[src/mspi_regs.svh]
`ifndef MSPI_REGS_SVH
`define MSPI_REGS_SVH

// Byte offsets on the register bus
`define MSPI_OFF_SIZE0        12'h000
`define MSPI_OFF_SIZE1        12'h004
`define MSPI_OFF_PAGE         12'h008
`define MSPI_OFF_CTRL         12'h00C
`define MSPI_OFF_STAT         12'h010

// Size register 0 field positions
`define MSPI_S0_REG_BIT       7
`define MSPI_S0_EEP_LSB       4
`define MSPI_S0_RAM_LSB       0
// Size register 1 field positions
`define MSPI_S1_ROM_LSB       6
`define MSPI_S1_PAG_LSB       0

// Page index reset values for the two integration options
`define MSPI_PAGE_RST_OPEN    6'h00
`define MSPI_PAGE_RST_LOCKED  6'h3C
// RAM position register reset value
`define MSPI_RAMPOS_RST       8'h09

// Partition boundaries per paging code
`define MSPI_BOUND_00         6'h38
`define MSPI_BOUND_01         6'h30
`define MSPI_BOUND_10         6'h20

// Page window address range
`define MSPI_WIN_LO           16'h8000
`define MSPI_WIN_HI           16'hBFFF

// Control register bit positions
`define MSPI_CTRL_ALIGN_BIT   0
`define MSPI_CTRL_UPPER_BIT   1

`endif

[src/mspi_pkg.sv]
package mspi_pkg;

	// Paging partition code
	typedef enum logic [1:0] {
		MSPI_PART_128K = 2'b00,
		MSPI_PART_256K = 2'b01,
		MSPI_PART_512K = 2'b10,
		MSPI_PART_1M   = 2'b11
	} mspi_part_t;

	// Static configuration switches at the core boundary
	typedef struct packed {
		logic       reg_space;
		logic [1:0] eeprom_space;
		logic [2:0] ram_space;
		logic [1:0] program_mem;
		mspi_part_t partition;
	} mspi_switch_t;

	// Far call / return page access
	typedef struct packed {
		logic       wr;
		logic [5:0] wdata;
	} mspi_far_t;

	// RAM placement decoded from the switches
	typedef struct packed {
		logic [15:0] base;
		logic [4:0]  region_kb;
		logic [4:0]  alloc_kb;
		logic [2:0]  pos_bits;
	} mspi_ram_t;

endpackage

[src/mspi_ram_map.sv]
`timescale 1ns/1ps
`include "mspi_regs.svh"

// Decodes the RAM switch code into region, size and reset base
module mspi_ram_map
	import mspi_pkg::*;
(
	input  wire logic [2:0] ram_code,
	input  wire logic       high_align,
	output mspi_ram_t       ram_map
);

	logic [4:0]  alloc_kb;   // Allocated size in KB
	logic [4:0]  region_kb;  // Mappable region in KB
	logic [2:0]  pos_bits;   // Number of position bits used
	logic [15:0] region_bytes;
	logic [15:0] alloc_bytes;
	logic [15:0] pos_base;
	logic [15:0] slack;
	logic [15:0] base_sel;   // Base after alignment

	// Size grows in 2K steps
	assign alloc_kb = {ram_code, 1'b0} + 5'd2;
	// Region is next power of two
	assign region_kb = (ram_code == 3'd0) ? 5'd2 :
		(ram_code == 3'd1) ? 5'd4 :
		(ram_code[2] == 1'b0) ? 5'd8 : 5'd16;
	assign pos_bits = (ram_code == 3'd0) ? 3'd5 :
		(ram_code == 3'd1) ? 3'd4 :
		(ram_code[2] == 1'b0) ? 3'd3 : 3'd2;

	assign region_bytes = {1'b0, region_kb, 10'h000};
	assign alloc_bytes  = {1'b0, alloc_kb, 10'h000};
	// Reset position value masked to the region
	assign pos_base = {`MSPI_RAMPOS_RST, 8'h00} & ~(region_bytes - 16'h0001);
	// Unused space before the RAM when aligned low at reset
	assign slack = region_bytes - alloc_bytes;

	// Low alignment puts RAM at top of region; high alignment at the start
	assign base_sel = high_align ? pos_base : (pos_base + slack);
	// One driver for the whole bundle
	assign ram_map = {base_sel, region_kb, alloc_kb, pos_bits};

endmodule // mspi_ram_map

[src/mspi_page_decode.sv]
`timescale 1ns/1ps
`include "mspi_regs.svh"

// Decides whether the page window access is internal
module mspi_page_decode
	import mspi_pkg::*;
(
	input  wire logic [5:0]  page_index,
	input  wire mspi_part_t  partition,
	input  wire logic [15:0] cpu_addr,
	output logic             win_hit,
	output logic             internal,
	output logic [19:0]      phys_addr
);

	logic [5:0] bound; // Lowest internal page

	// Boundary per partition code
	assign bound = (partition == MSPI_PART_128K) ? `MSPI_BOUND_00 :
		(partition == MSPI_PART_256K) ? `MSPI_BOUND_01 :
		(partition == MSPI_PART_512K) ? `MSPI_BOUND_10 : 6'h00;

	// Window covers 8000..BFFF
	assign win_hit = (cpu_addr >= `MSPI_WIN_LO) && (cpu_addr <= `MSPI_WIN_HI);
	assign internal = win_hit && (page_index >= bound);
	// Page n selects 16K block n
	assign phys_addr = {page_index, cpu_addr[13:0]};

endmodule // mspi_page_decode

[src/mspi_top.sv]
`timescale 1ns/1ps
`include "mspi_regs.svh"

// How it works
// - Size registers read anytime, ignore writes
// - Size register 0 shows register/EEPROM/RAM switches
// - Bit 7: register space 1K or 2K
// - Bits 5:4: EEPROM 0K/2K/4K/8K code
// - RAM code sets size, region, position bits
// - RAM reset base from position value 0x09
// - Small RAM aligned by high-align bit
// - Size register 1: program 7:6, paging 1:0
// - Program code means 0K/16K/48K/64K
// - Upper-only bit gates lower-half program memory for 48K/64K
// - Paging code gives off/on-chip split
// - Pages at or above boundary are internal
// - Six-bit page index, bits 7:6 zero
// - Page n appears in 8000..BFFF window
// - Reset 0x00 open or 0x3C special-only
// - Bus write to page applies next cycle
// - Far call/return path, done within instruction
module mspi_top
	import mspi_pkg::*;
#(
	parameter bit PAGE_LOCKED = 1'b0
)
(
	input  wire logic         clk,
	input  wire logic         srst,
	input  wire logic         psel,
	input  wire logic         penable,
	input  wire logic         pwrite,
	input  wire logic [11:0]  paddr,
	input  wire logic [31:0]  pwdata,
	output logic              pready,
	output logic [31:0]       prdata,
	output logic              pslverr,
	input  wire mspi_switch_t switches,
	input  wire logic         special_mode,
	input  wire mspi_far_t    far_req,
	output logic [5:0]        far_rdata,
	input  wire logic [15:0]  cpu_addr,
	output logic              win_hit,
	output logic              win_internal,
	output logic [19:0]       win_phys_addr,
	output logic              lower_prog_enable,
	output logic [15:0]       ram_base
);

	// Reset value of the page index by option
	localparam logic [5:0] PAGE_RST = PAGE_LOCKED ? `MSPI_PAGE_RST_LOCKED
		: `MSPI_PAGE_RST_OPEN;

	logic [5:0]  page_reg;      // Page index in effect
	logic [5:0]  page_next;
	logic        pend_reg;      // Bus write waiting to apply
	logic [5:0]  pend_data_reg; // Value of pending bus write
	logic [1:0]  ctrl_reg;      // Alignment and upper-only bits
	logic [1:0]  ctrl_next;
	logic [31:0] prdata_reg;    // Registered read data
	logic [31:0] prdata_next;
	logic        acc;           // Access phase
	logic        rd_setup;      // Read setup phase
	logic        wr_acc;
	logic        sel_size0;
	logic        sel_size1;
	logic        sel_page;
	logic        sel_ctrl;
	logic        sel_stat;
	logic        mapped;
	logic        page_wr_ok;
	logic [7:0]  size0_val;
	logic [7:0]  size1_val;
	mspi_ram_t   ram_map;

	// Access phase decode
	assign acc    = psel && penable;
	assign wr_acc = acc && pwrite;
	assign rd_setup = psel && !penable && !pwrite;
	assign sel_size0 = (paddr == `MSPI_OFF_SIZE0);
	assign sel_size1 = (paddr == `MSPI_OFF_SIZE1);
	assign sel_page  = (paddr == `MSPI_OFF_PAGE);
	assign sel_ctrl  = (paddr == `MSPI_OFF_CTRL);
	assign sel_stat  = (paddr == `MSPI_OFF_STAT);
	assign mapped = sel_size0 | sel_size1 | sel_page | sel_ctrl | sel_stat;

	// Zero-wait slave; unmapped addresses answer with an error
	// Read data is loaded at the setup edge so that it already stands
	// when the access phase completes with pready high
	assign pready  = 1'b1;
	assign pslverr = acc && !mapped;
	assign prdata  = prdata_reg;

	// Live switch levels, no latching
	assign size0_val = {switches.reg_space, 1'b0, switches.eeprom_space,
		1'b0, switches.ram_space};
	assign size1_val = {switches.program_mem, 4'h0, switches.partition};

	// Locked option permits writes only in special modes
	assign page_wr_ok = !PAGE_LOCKED || special_mode;

	// Read mux; size registers have no write path
	always_comb
	begin
		prdata_next = 32'h0000_0000;
		if (rd_setup)
		begin
			if (sel_size0)
				prdata_next = {24'h00_0000, size0_val};
			else if (sel_size1)
				prdata_next = {24'h00_0000, size1_val};
			else if (sel_page)
				prdata_next = {26'h000_0000, page_reg};
			else if (sel_ctrl)
				prdata_next = {30'h0000_0000, ctrl_reg};
			else if (sel_stat)
				prdata_next = {16'h0000, ram_base};
		end
	end

	// Far write wins over a pending bus write in the same edge
	always_comb
	begin
		page_next = page_reg;
		if (far_req.wr)
			page_next = far_req.wdata;
		else if (pend_reg)
			page_next = pend_data_reg;
	end

	// Control bits writable at any time
	always_comb
	begin
		ctrl_next = ctrl_reg;
		if (wr_acc && sel_ctrl)
			ctrl_next = pwdata[1:0];
	end

	// Page index and pending write
	always_ff @(posedge clk)
	begin
		if (srst)
		begin
			page_reg      <= PAGE_RST;
			pend_reg      <= 1'b0;
			pend_data_reg <= 6'h00;
		end
		else
		begin
			page_reg      <= page_next;
			pend_reg      <= wr_acc && sel_page && page_wr_ok;
			pend_data_reg <= pwdata[5:0];
		end
	end

	// Control and read data registers
	always_ff @(posedge clk)
	begin
		if (srst)
		begin
			ctrl_reg   <= 2'b00;
			prdata_reg <= 32'h0000_0000;
		end
		else
		begin
			ctrl_reg   <= ctrl_next;
			prdata_reg <= prdata_next;
		end
	end

	// Far path reads without the address bus
	assign far_rdata = page_reg;

	// Lower half accessible for any nonzero program code, unless upper-only set for 48K/64K
	assign lower_prog_enable = (switches.program_mem != 2'b00)
		&& !(switches.program_mem[1] && ctrl_reg[`MSPI_CTRL_UPPER_BIT]);

	// RAM placement
	mspi_ram_map u_ram_map (
		.ram_code   (switches.ram_space),
		.high_align (ctrl_reg[`MSPI_CTRL_ALIGN_BIT]),
		.ram_map    (ram_map)
	);
	assign ram_base = ram_map.base;

	// Page window decode
	mspi_page_decode u_page_decode (
		.page_index (page_reg),
		.partition  (switches.partition),
		.cpu_addr   (cpu_addr),
		.win_hit    (win_hit),
		.internal   (win_internal),
		.phys_addr  (win_phys_addr)
	);
endmodule // mspi_top

[config.mk]
export PLATFORM = sky130hd
export DESIGN_NAME = mspi_top
export DESIGN_NICKNAME = d
export VERILOG_FILES = /design/src/mspi_pkg.sv /design/src/mspi_ram_map.sv /design/src/mspi_page_decode.sv /design/src/mspi_top.sv
export VERILOG_INCLUDE_DIRS = /design/src /design/src/src
export SDC_FILE = /design/constraint.sdc
export NUM_CORES = 1
export LEC_CHECK = 0
export BUFFER_PORTS_ARGS = -buffer_cell sky130_fd_sc_hd__buf_4
export CAP_MARGIN = 20
export CORE_MARGIN = 3
export CORE_UTILIZATION = 40
export CTS_BUF_LIST = sky130_fd_sc_hd__clkbuf_8 sky130_fd_sc_hd__clkbuf_16
export DETAILED_ROUTE_END_ITERATION = 8
export PLACE_DENSITY = 0.85
export SLEW_MARGIN = 30
export SYNTH_ARGS = -nofsm -noshare
export SYNTH_HDL_FRONTEND = slang
export SYNTH_HIERARCHICAL = 1
export SYNTH_SLANG_ARGS = --single-unit
[constraint.sdc]
create_clock -name clk -period 2.4 [get_ports clk]
set_input_delay 0.24 -clock clk [delete_from_list [all_inputs] [get_ports clk]]
set_output_delay 0.24 -clock clk [all_outputs]
set_load 0.02 [all_outputs]
==> results of run 1 <==
## worst max-delay path: stages
cell	delay [ns]
buf_4	0.08
inv_1	0.04
ha_1	0.20
and2b_2	0.23
ha_1	0.20
nor2_1	0.12
xor3_1	0.23
ha_1	0.25
a2111oi_4	0.21
buf_4	0.20
## per-stage QoR
stage	worst slack (ns)	instance area, um^2	utilization [%]
2_1_floorplan	0.0812	2150	-
3_3_place_gp	0.0661	2390	49.6
3_5_place_dp	0.0356	2390	49.6
4_1_cts	0.0293	2490	51.8
5_1_grt	0.0554	2490	51.8
6_report	0.163	2490	51.8
## where the power goes
part           switching, mW  internal (mW)  total [mW]
Clock                  0.188          0.261       0.448
Sequential           0.00993          0.526       0.536
Combinational          0.166          0.135       0.301
## per-layer routing
metal	vias up	GRT usage [%]	share of wire, %
li1	763	-	-
met1	697	17.2	40
met2	78	24.8	49
met3	10	4.58	9.5
met4	0	6.41	1.8
met5	-	0	0
## layout make-up
class | count | area share, %
multi-input cells | 140 | 41.4
well taps | 67 | 3.36
inverters | 14 | 2.11
repair buffers | 80 | 24.1
clock buffers | 7 | 3.86
clock inverters | 1 | 0.301
flip-flops and latches | 31 | 24.9
## worst max path at each step
| stage | startpoint | end | slack (ns) | cells after the start |
|---|---|---|---|---|
| 4_1_cts | switches[5] | ram_base[15] | 0.03 | 10 |
| 3_3_place_gp | switches[4] | ram_base[15] | 0.07 | 10 |
| 2_1_floorplan | switches[4] | prdata[15] | 0.08 | 10 |
| 6_report | switches[4] | ram_base[15] | 0.16 | 10 |
| 3_5_place_dp | switches[5] | ram_base[15] | 0.04 | 10 |
| 5_1_grt | switches[5] | ram_base[15] | 0.06 | 10 |
==> run summary, run 1 <==
Antenna cell count = 0
CP Data Required Time = 2.16 ns
Worst EP arrival = 2.00 ns
H-tree levels = 2
Bufs on Longest Clock Path = 2
Setup violators final = 0
Min-delay src = pwdata[2]
P&R area growth vs syn = 23.2%
Resized cells post-CTS = 0
Final hold viol count = 0
Worst Hold Class = input pin to flop
Most common cell after layout, fill and taps aside = buf_4
Type of origin of the critical path = input pin
Leakage power = 1.18 nW
Reg area = 621 um^2
Gpl congestion = 0.734
Antenna viol nets, final = 0
Clock Sinks = 31
Most frequent cells in the layout = buf_4 (80), dfxtp_1 (31), conb_1 (30)
Post-DP HPWL = 3620 um
Final non-filler cell total = 340
Synth warn = 6
DRC = 0
Vias = 1548
CTS Buf Count = 5
Largest net degree at the start of global routing = 17
TritonCTS clock tree = built
Skew final = 0.00378 ns
Buffers on Ports = 76
Max-cap violations = 0
Skew-Pair Late Insertion Delay = 0.27 ns
Total track usage = 14.8%
IO Count = 162
Drt wl/cell = 13.1 um
Starting density of the core = 42.1%
CP endpoint kind = output pin
Reg2Reg Setup Slack = 1.25 ns
# fillers = 470
Power density cells = 515 nW/um^2
Hold Slack = 0.174 ns
Total power = 1.29 mW
Run status = finished, final reports clean
Die height = 77.2 um
Reg-to-reg endpoint = far_rdata[3]
CTS root buf = clkbuf_8
Total die area = 5950 um^2
Largest register FFs = 16
Fin crit period = 2.24 ns
Detailed Routing Iterations Pass 1 = 4
Crit-path max FO = 4
Clock transition at the registers of the reported paths = 0.07 ns
Hold Path End = pend_data_reg[2]
Min-Delay Path Depth = 2
Nets = 363
FMAX = 447 MHz
Initial antenna violation count = 0
WL final = 4450 um
RSZ-0062 raised after global routing = false
Multi-input combinational cell area = 1030 um^2
Core ar. = 4820 um^2
Syn_area_per_cell = 9.29 um^2
Cell count after synthesis = 218
Inst Count DP = 332
Share of layout cells above drive strength 1 = 41.0%
Max rail drop VDD = 0.000364 V
Number of cell rows = 25
WS Path Type = input pin to output pin
Total gr overflow = 0
Chip Width = 77.2 um
Synthesized area = 2030 um^2
Worst reg-to-reg path cell count = 3
First-pass GRT wire length = 7020 um
Cts hold-fix bufs = 0
DRT iter0 DRCs = 58
Max Slew Vio Count = 0
Post-DR vias/cell = 4.55
RR Startpoint = pend_reg
Period utilization = 93.2%
Setup TNS = 0 ns
Vias in the first global route = 1519
# Post-CTS Setup Buffers = 0
(Power assumes the default switching activity.)
==> run 2: changes to the inputs <==
- CORE_ASPECT_RATIO: unset -> 0.8
==> run summary, run 2 (synthesized netlist as in run 1, its figures left out) <==
H-tree levels = 2
Hold Slack = 0.174 ns
WS Path Type = input pin to output pin
CTS Buf Count = 5
Post-DR vias/cell = 4.70
Antenna cell count = 0
Largest net degree at the start of global routing = 17
Multi-input combinational cell area = 1030 um^2
Final non-filler cell total = 333
Buffers on Ports = 76
Resized cells post-CTS = 0
Number of cell rows = 22
Run status = finished, final reports clean
Worst path cell trace = buf_4, inv_1, ha_1, and2b_2, ha_1, nor2_1, xor3_1, ha_1, a2111oi_4, buf_4
Leakage power = 1.19 nW
# Post-CTS Setup Buffers = 0
Slowest stage cell, crit path = xor3_1
Type of origin of the critical path = input pin
Total die area = 5960 um^2
TritonCTS clock tree = built
Nets = 363
FMAX = 436 MHz
Final hold viol count = 0
Crit-path max FO = 4
Starting density of the core = 42.8%
Most frequent cells in the layout = buf_4 (80), dfxtp_1 (31), conb_1 (30)
First-pass GRT wire length = 7250 um
Clock transition at the registers of the reported paths = 0.07 ns
Share of layout cells above drive strength 1 = 41.0%
CP endpoint kind = output pin
Antenna viol nets, final = 0
Clock Sinks = 31
Fin crit period = 2.29 ns
CP max stage delay = 0.26 ns
Power density cells = 546 nW/um^2
Levels on crit path = 10
Worst path bufs/invs = 3
Skew-Pair Late Insertion Delay = 0.27 ns
Bufs on Longest Clock Path = 2
Setup violators final = 0
Most frequent cell on the critical path = ha_1
Inst Count DP = 325
DRC = 0
Total power = 1.36 mW
Gpl congestion = 0.801
Worst reg-to-reg path cell count = 3
Detailed Routing Iterations Pass 1 = 4
Post-DP HPWL = 3690 um
Max rail drop VDD = 0.000323 V
Chip Width = 85.6 um
Drt wl/cell = 13.6 um
CP delay by family, top = adder cells
Skew final = 0.0109 ns
CTS root buf = clkbuf_8
# fillers = 444
Vias = 1566
RSZ-0062 raised after global routing = false
Total track usage = 15.0%
WL final = 4520 um
P&R area growth vs syn = 23.4%
Total gr overflow = 0
Core ar. = 4730 um^2
Setup TNS = 0 ns
CP Data Required Time = 2.16 ns
Max Slew Vio Count = 0
Worst Hold Class = input pin to flop
Min-Delay Path Depth = 2
Worst EP arrival = 2.05 ns
Largest register FFs = 16
Die height = 69.7 um
Reg area = 621 um^2
Period utilization = 95.5%
Initial antenna violation count = 0
Cts hold-fix bufs = 0
Most common cell after layout, fill and taps aside = buf_4
Max-cap violations = 0
Vias in the first global route = 1542
IO Count = 162
DRT iter0 DRCs = 97
[run 2: cell types whose count changed in the layout (fill, tap and decap cells not counted)]
cell	before	now
bufinv_16	0	1
clkinvlp_4	1	0
clkinv_2	0	1
clkbuf_8	7	6
[run 2: worst reg2reg max path, stage by stage (launching register included)]
cell and delay, ns:
dfxtp_1 0.48, mux2_2 0.38, mux2i_1 0.17, nor2_1 0.05
[run 2: final timing paths]
| check | startpoint | to | slack, ns |
|---|---|---|---|
| max | switches[4] | ram_base[15] | 0.11 |
| min | pwdata[5] | pend_data_reg[5] | 0.17 |
| min reg2reg | pend_data_reg[2] | far_rdata[2] | 0.59 |
| max reg2reg | pend_reg | far_rdata[4] | 1.22 |
[run 2: power by group]
group | switching, mW | total [mW] | leakage, nW | internal (mW)
clock network | 0.190 | 0.526 | 0.0612 | 0.336
logic | 0.168 | 0.303 | 0.878 | 0.135
registers | 0.00971 | 0.535 | 0.253 | 0.526
[run 2: through the flow]
stage | utilization, % | cell area [um^2] | setup slack, ns
CTS | 52.8 | 2500 | 0.00247
global placement | 50.3 | 2380 | 0.0721
detailed placement | 50.3 | 2380 | 0.00677
finish | 52.8 | 2500 | 0.107
floorplan | - | 2150 | 0.0812
global route | 52.8 | 2500 | 0.0220
[run 2: area by class of cell]
class / count / area share, %
Multi-Input combinational cell: 140 / 41.3
Timing Repair Buffer: 80 / 24.0
Inverter: 14 / 2.10
Clock inverter: 2 / 1.40
Clock buffer: 6 / 3.30
Tap cell: 60 / 3.00
Sequential cell: 31 / 24.8
[run 2: routing by layer]
metal	vias up	routed length [um]	track usage, %
li1	762	-	-
met1	710	1800	18.5
met2	82	2100	24.3
met3	12	570	5.94
met4	0	48	4.04
met5	-	0	0
==> run 3: changes to the inputs <==
- MAX_ROUTING_LAYER: unset -> met4
==> run summary, run 3 (synthesized netlist as in run 1, its figures left out) <==
Run status = finished, final reports clean
Skew-Pair Late Insertion Delay = 0.27 ns
Sequential Power Share = 39.2%
Worst reg-to-reg path cell count = 3
Most frequent cells in the layout = buf_4 (80), dfxtp_1 (31), conb_1 (30)
Setup TNS = 0 ns
Worst Hold Class = input pin to flop
Total gr overflow = 0
Post-DR vias/cell = 4.68
Initial antenna violation count = 0
Share of layout cells above drive strength 1 = 41.0%
Antenna viol nets, final = 0
Largest register FFs = 16
Number of cell rows = 22
IO Count = 162
Vias in the first global route = 1541
CTS Buf Count = 5
Power density cells = 546 nW/um^2
Clock share of power = 38.6%
Total track usage = 15.5%
DRC = 0
Internal = 996 uW
Drt wl/cell = 13.5 um
CTS root buf = clkbuf_8
Period utilization = 95.4%
TritonCTS clock tree = built
Cts hold-fix bufs = 0
CP endpoint kind = output pin
P&R area growth vs syn = 23.4%
Total die area = 5960 um^2
Final hold viol count = 0
Max Slew Vio Count = 0
Reg-to-reg endpoint = far_rdata[4]
Critical path origin = switches[4]
Clock Sinks = 31
Worst EP arrival = 2.05 ns
Resized cells post-CTS = 0
WS Path Type = input pin to output pin
Combinational Power Share = 22.2%
Fin crit period = 2.29 ns
H-tree levels = 2
Gpl congestion = 0.813
Detailed Routing Iterations Pass 1 = 4
RSZ-0062 raised after global routing = false
RR Startpoint = pend_reg
FMAX = 437 MHz
Vias = 1558
Die height = 69.7 um
First-pass GRT wire length = 7270 um
Nets = 363
Setup violators final = 0
Min-Delay Path Depth = 2
CP Data Required Time = 2.16 ns
# fillers = 444
Setup crit end = ram_base[15]
Starting density of the core = 42.8%
Most common cell after layout, fill and taps aside = buf_4
Type of origin of the critical path = input pin
Largest net degree at the start of global routing = 17
Final core occ = 52.8%
Buffers on Ports = 76
Max-cap violations = 0
Sw frac = 27.0%
Max rail drop VDD = 0.000323 V
WL final = 4510 um
Leakage power = 1.19 nW
Chip Width = 85.6 um
Bufs on Longest Clock Path = 2
Clock transition at the registers of the reported paths = 0.07 ns
DRT iter0 DRCs = 105
Antenna cell count = 0
Switching power = 368 uW
Crit-path max FO = 4
Reg2Reg Setup Slack = 1.22 ns
Post-DP HPWL = 3690 um
Core ar. = 4730 um^2
Skew final = 0.0105 ns
## run 3: worst min path at each step
stage	slack, ns	endpoint	from
after CTS	0.17	pend_data_reg[5]	pwdata[5]
after global placement	0.46	pend_data_reg[5]	pwdata[5]
final	0.17	pend_data_reg[5]	pwdata[5]
after detailed placement	0.46	pend_data_reg[5]	pwdata[5]
after global routing	0.17	pend_data_reg[5]	pwdata[5]
after floorplan	0.32	pend_data_reg[0]	srst
## run 3: power by group through the flow
stage | Combinational (mW) | Sequential [mW] | Clock [mW]
2_1_floorplan | 0.259 | 0.551 | 0
3_3_place_gp | 0.293 | 0.547 | 0
3_5_place_dp | 0.300 | 0.548 | 0
4_1_cts | 0.301 | 0.536 | 0.545
5_1_grt | 0.330 | 0.537 | 0.568
6_report | 0.303 | 0.535 | 0.526
## run 3: cell type report
type | count | area (um^2) | area share (%)
multi-input combinational | 140 | 1030 | 41.3
sequential | 31 | 621 | 24.8
timing repair buffer | 80 | 601 | 24.0
clock buffer | 6 | 82.6 | 3.30
tap | 60 | 75.1 | 3.00
inverter | 14 | 52.6 | 2.10
clock inverter | 2 | 35.0 | 1.40
## run 3: routing by layer
metal	track usage (%)	routed length (um)
met5	-	0
met4	4.04	43
met3	5.34	517
met2	24.3	2090
met1	18.8	1860
## run 3: timing repair
item	4_1_cts	5_1_grt
setup buffers	0	0
hold endpoints to repair	0	0
setup endpoints to repair	0	1
## run 3: stage by stage
step	hold WS [ns]	total power, mW	instance area, um^2	cells	setup slack (ns)
2_1_floorplan	0.321	0.810	2150	245	0.0812
3_3_place_gp	0.456	0.840	2380	325	0.0721
3_5_place_dp	0.457	0.848	2380	325	0.00677
4_1_cts	0.167	1.38	2500	333	0.00247
5_1_grt	0.171	1.44	2500	333	0.0220
6_report	0.175	1.36	2500	333	0.109
## run 3: critical path: stages
cell and delay [ns]:
buf_4 0.08, inv_1 0.05, ha_1 0.21, and2b_2 0.24, ha_1 0.20, nor2_1 0.14
xor3_1 0.26, ha_1 0.24, a2111oi_4 0.21, buf_4 0.20
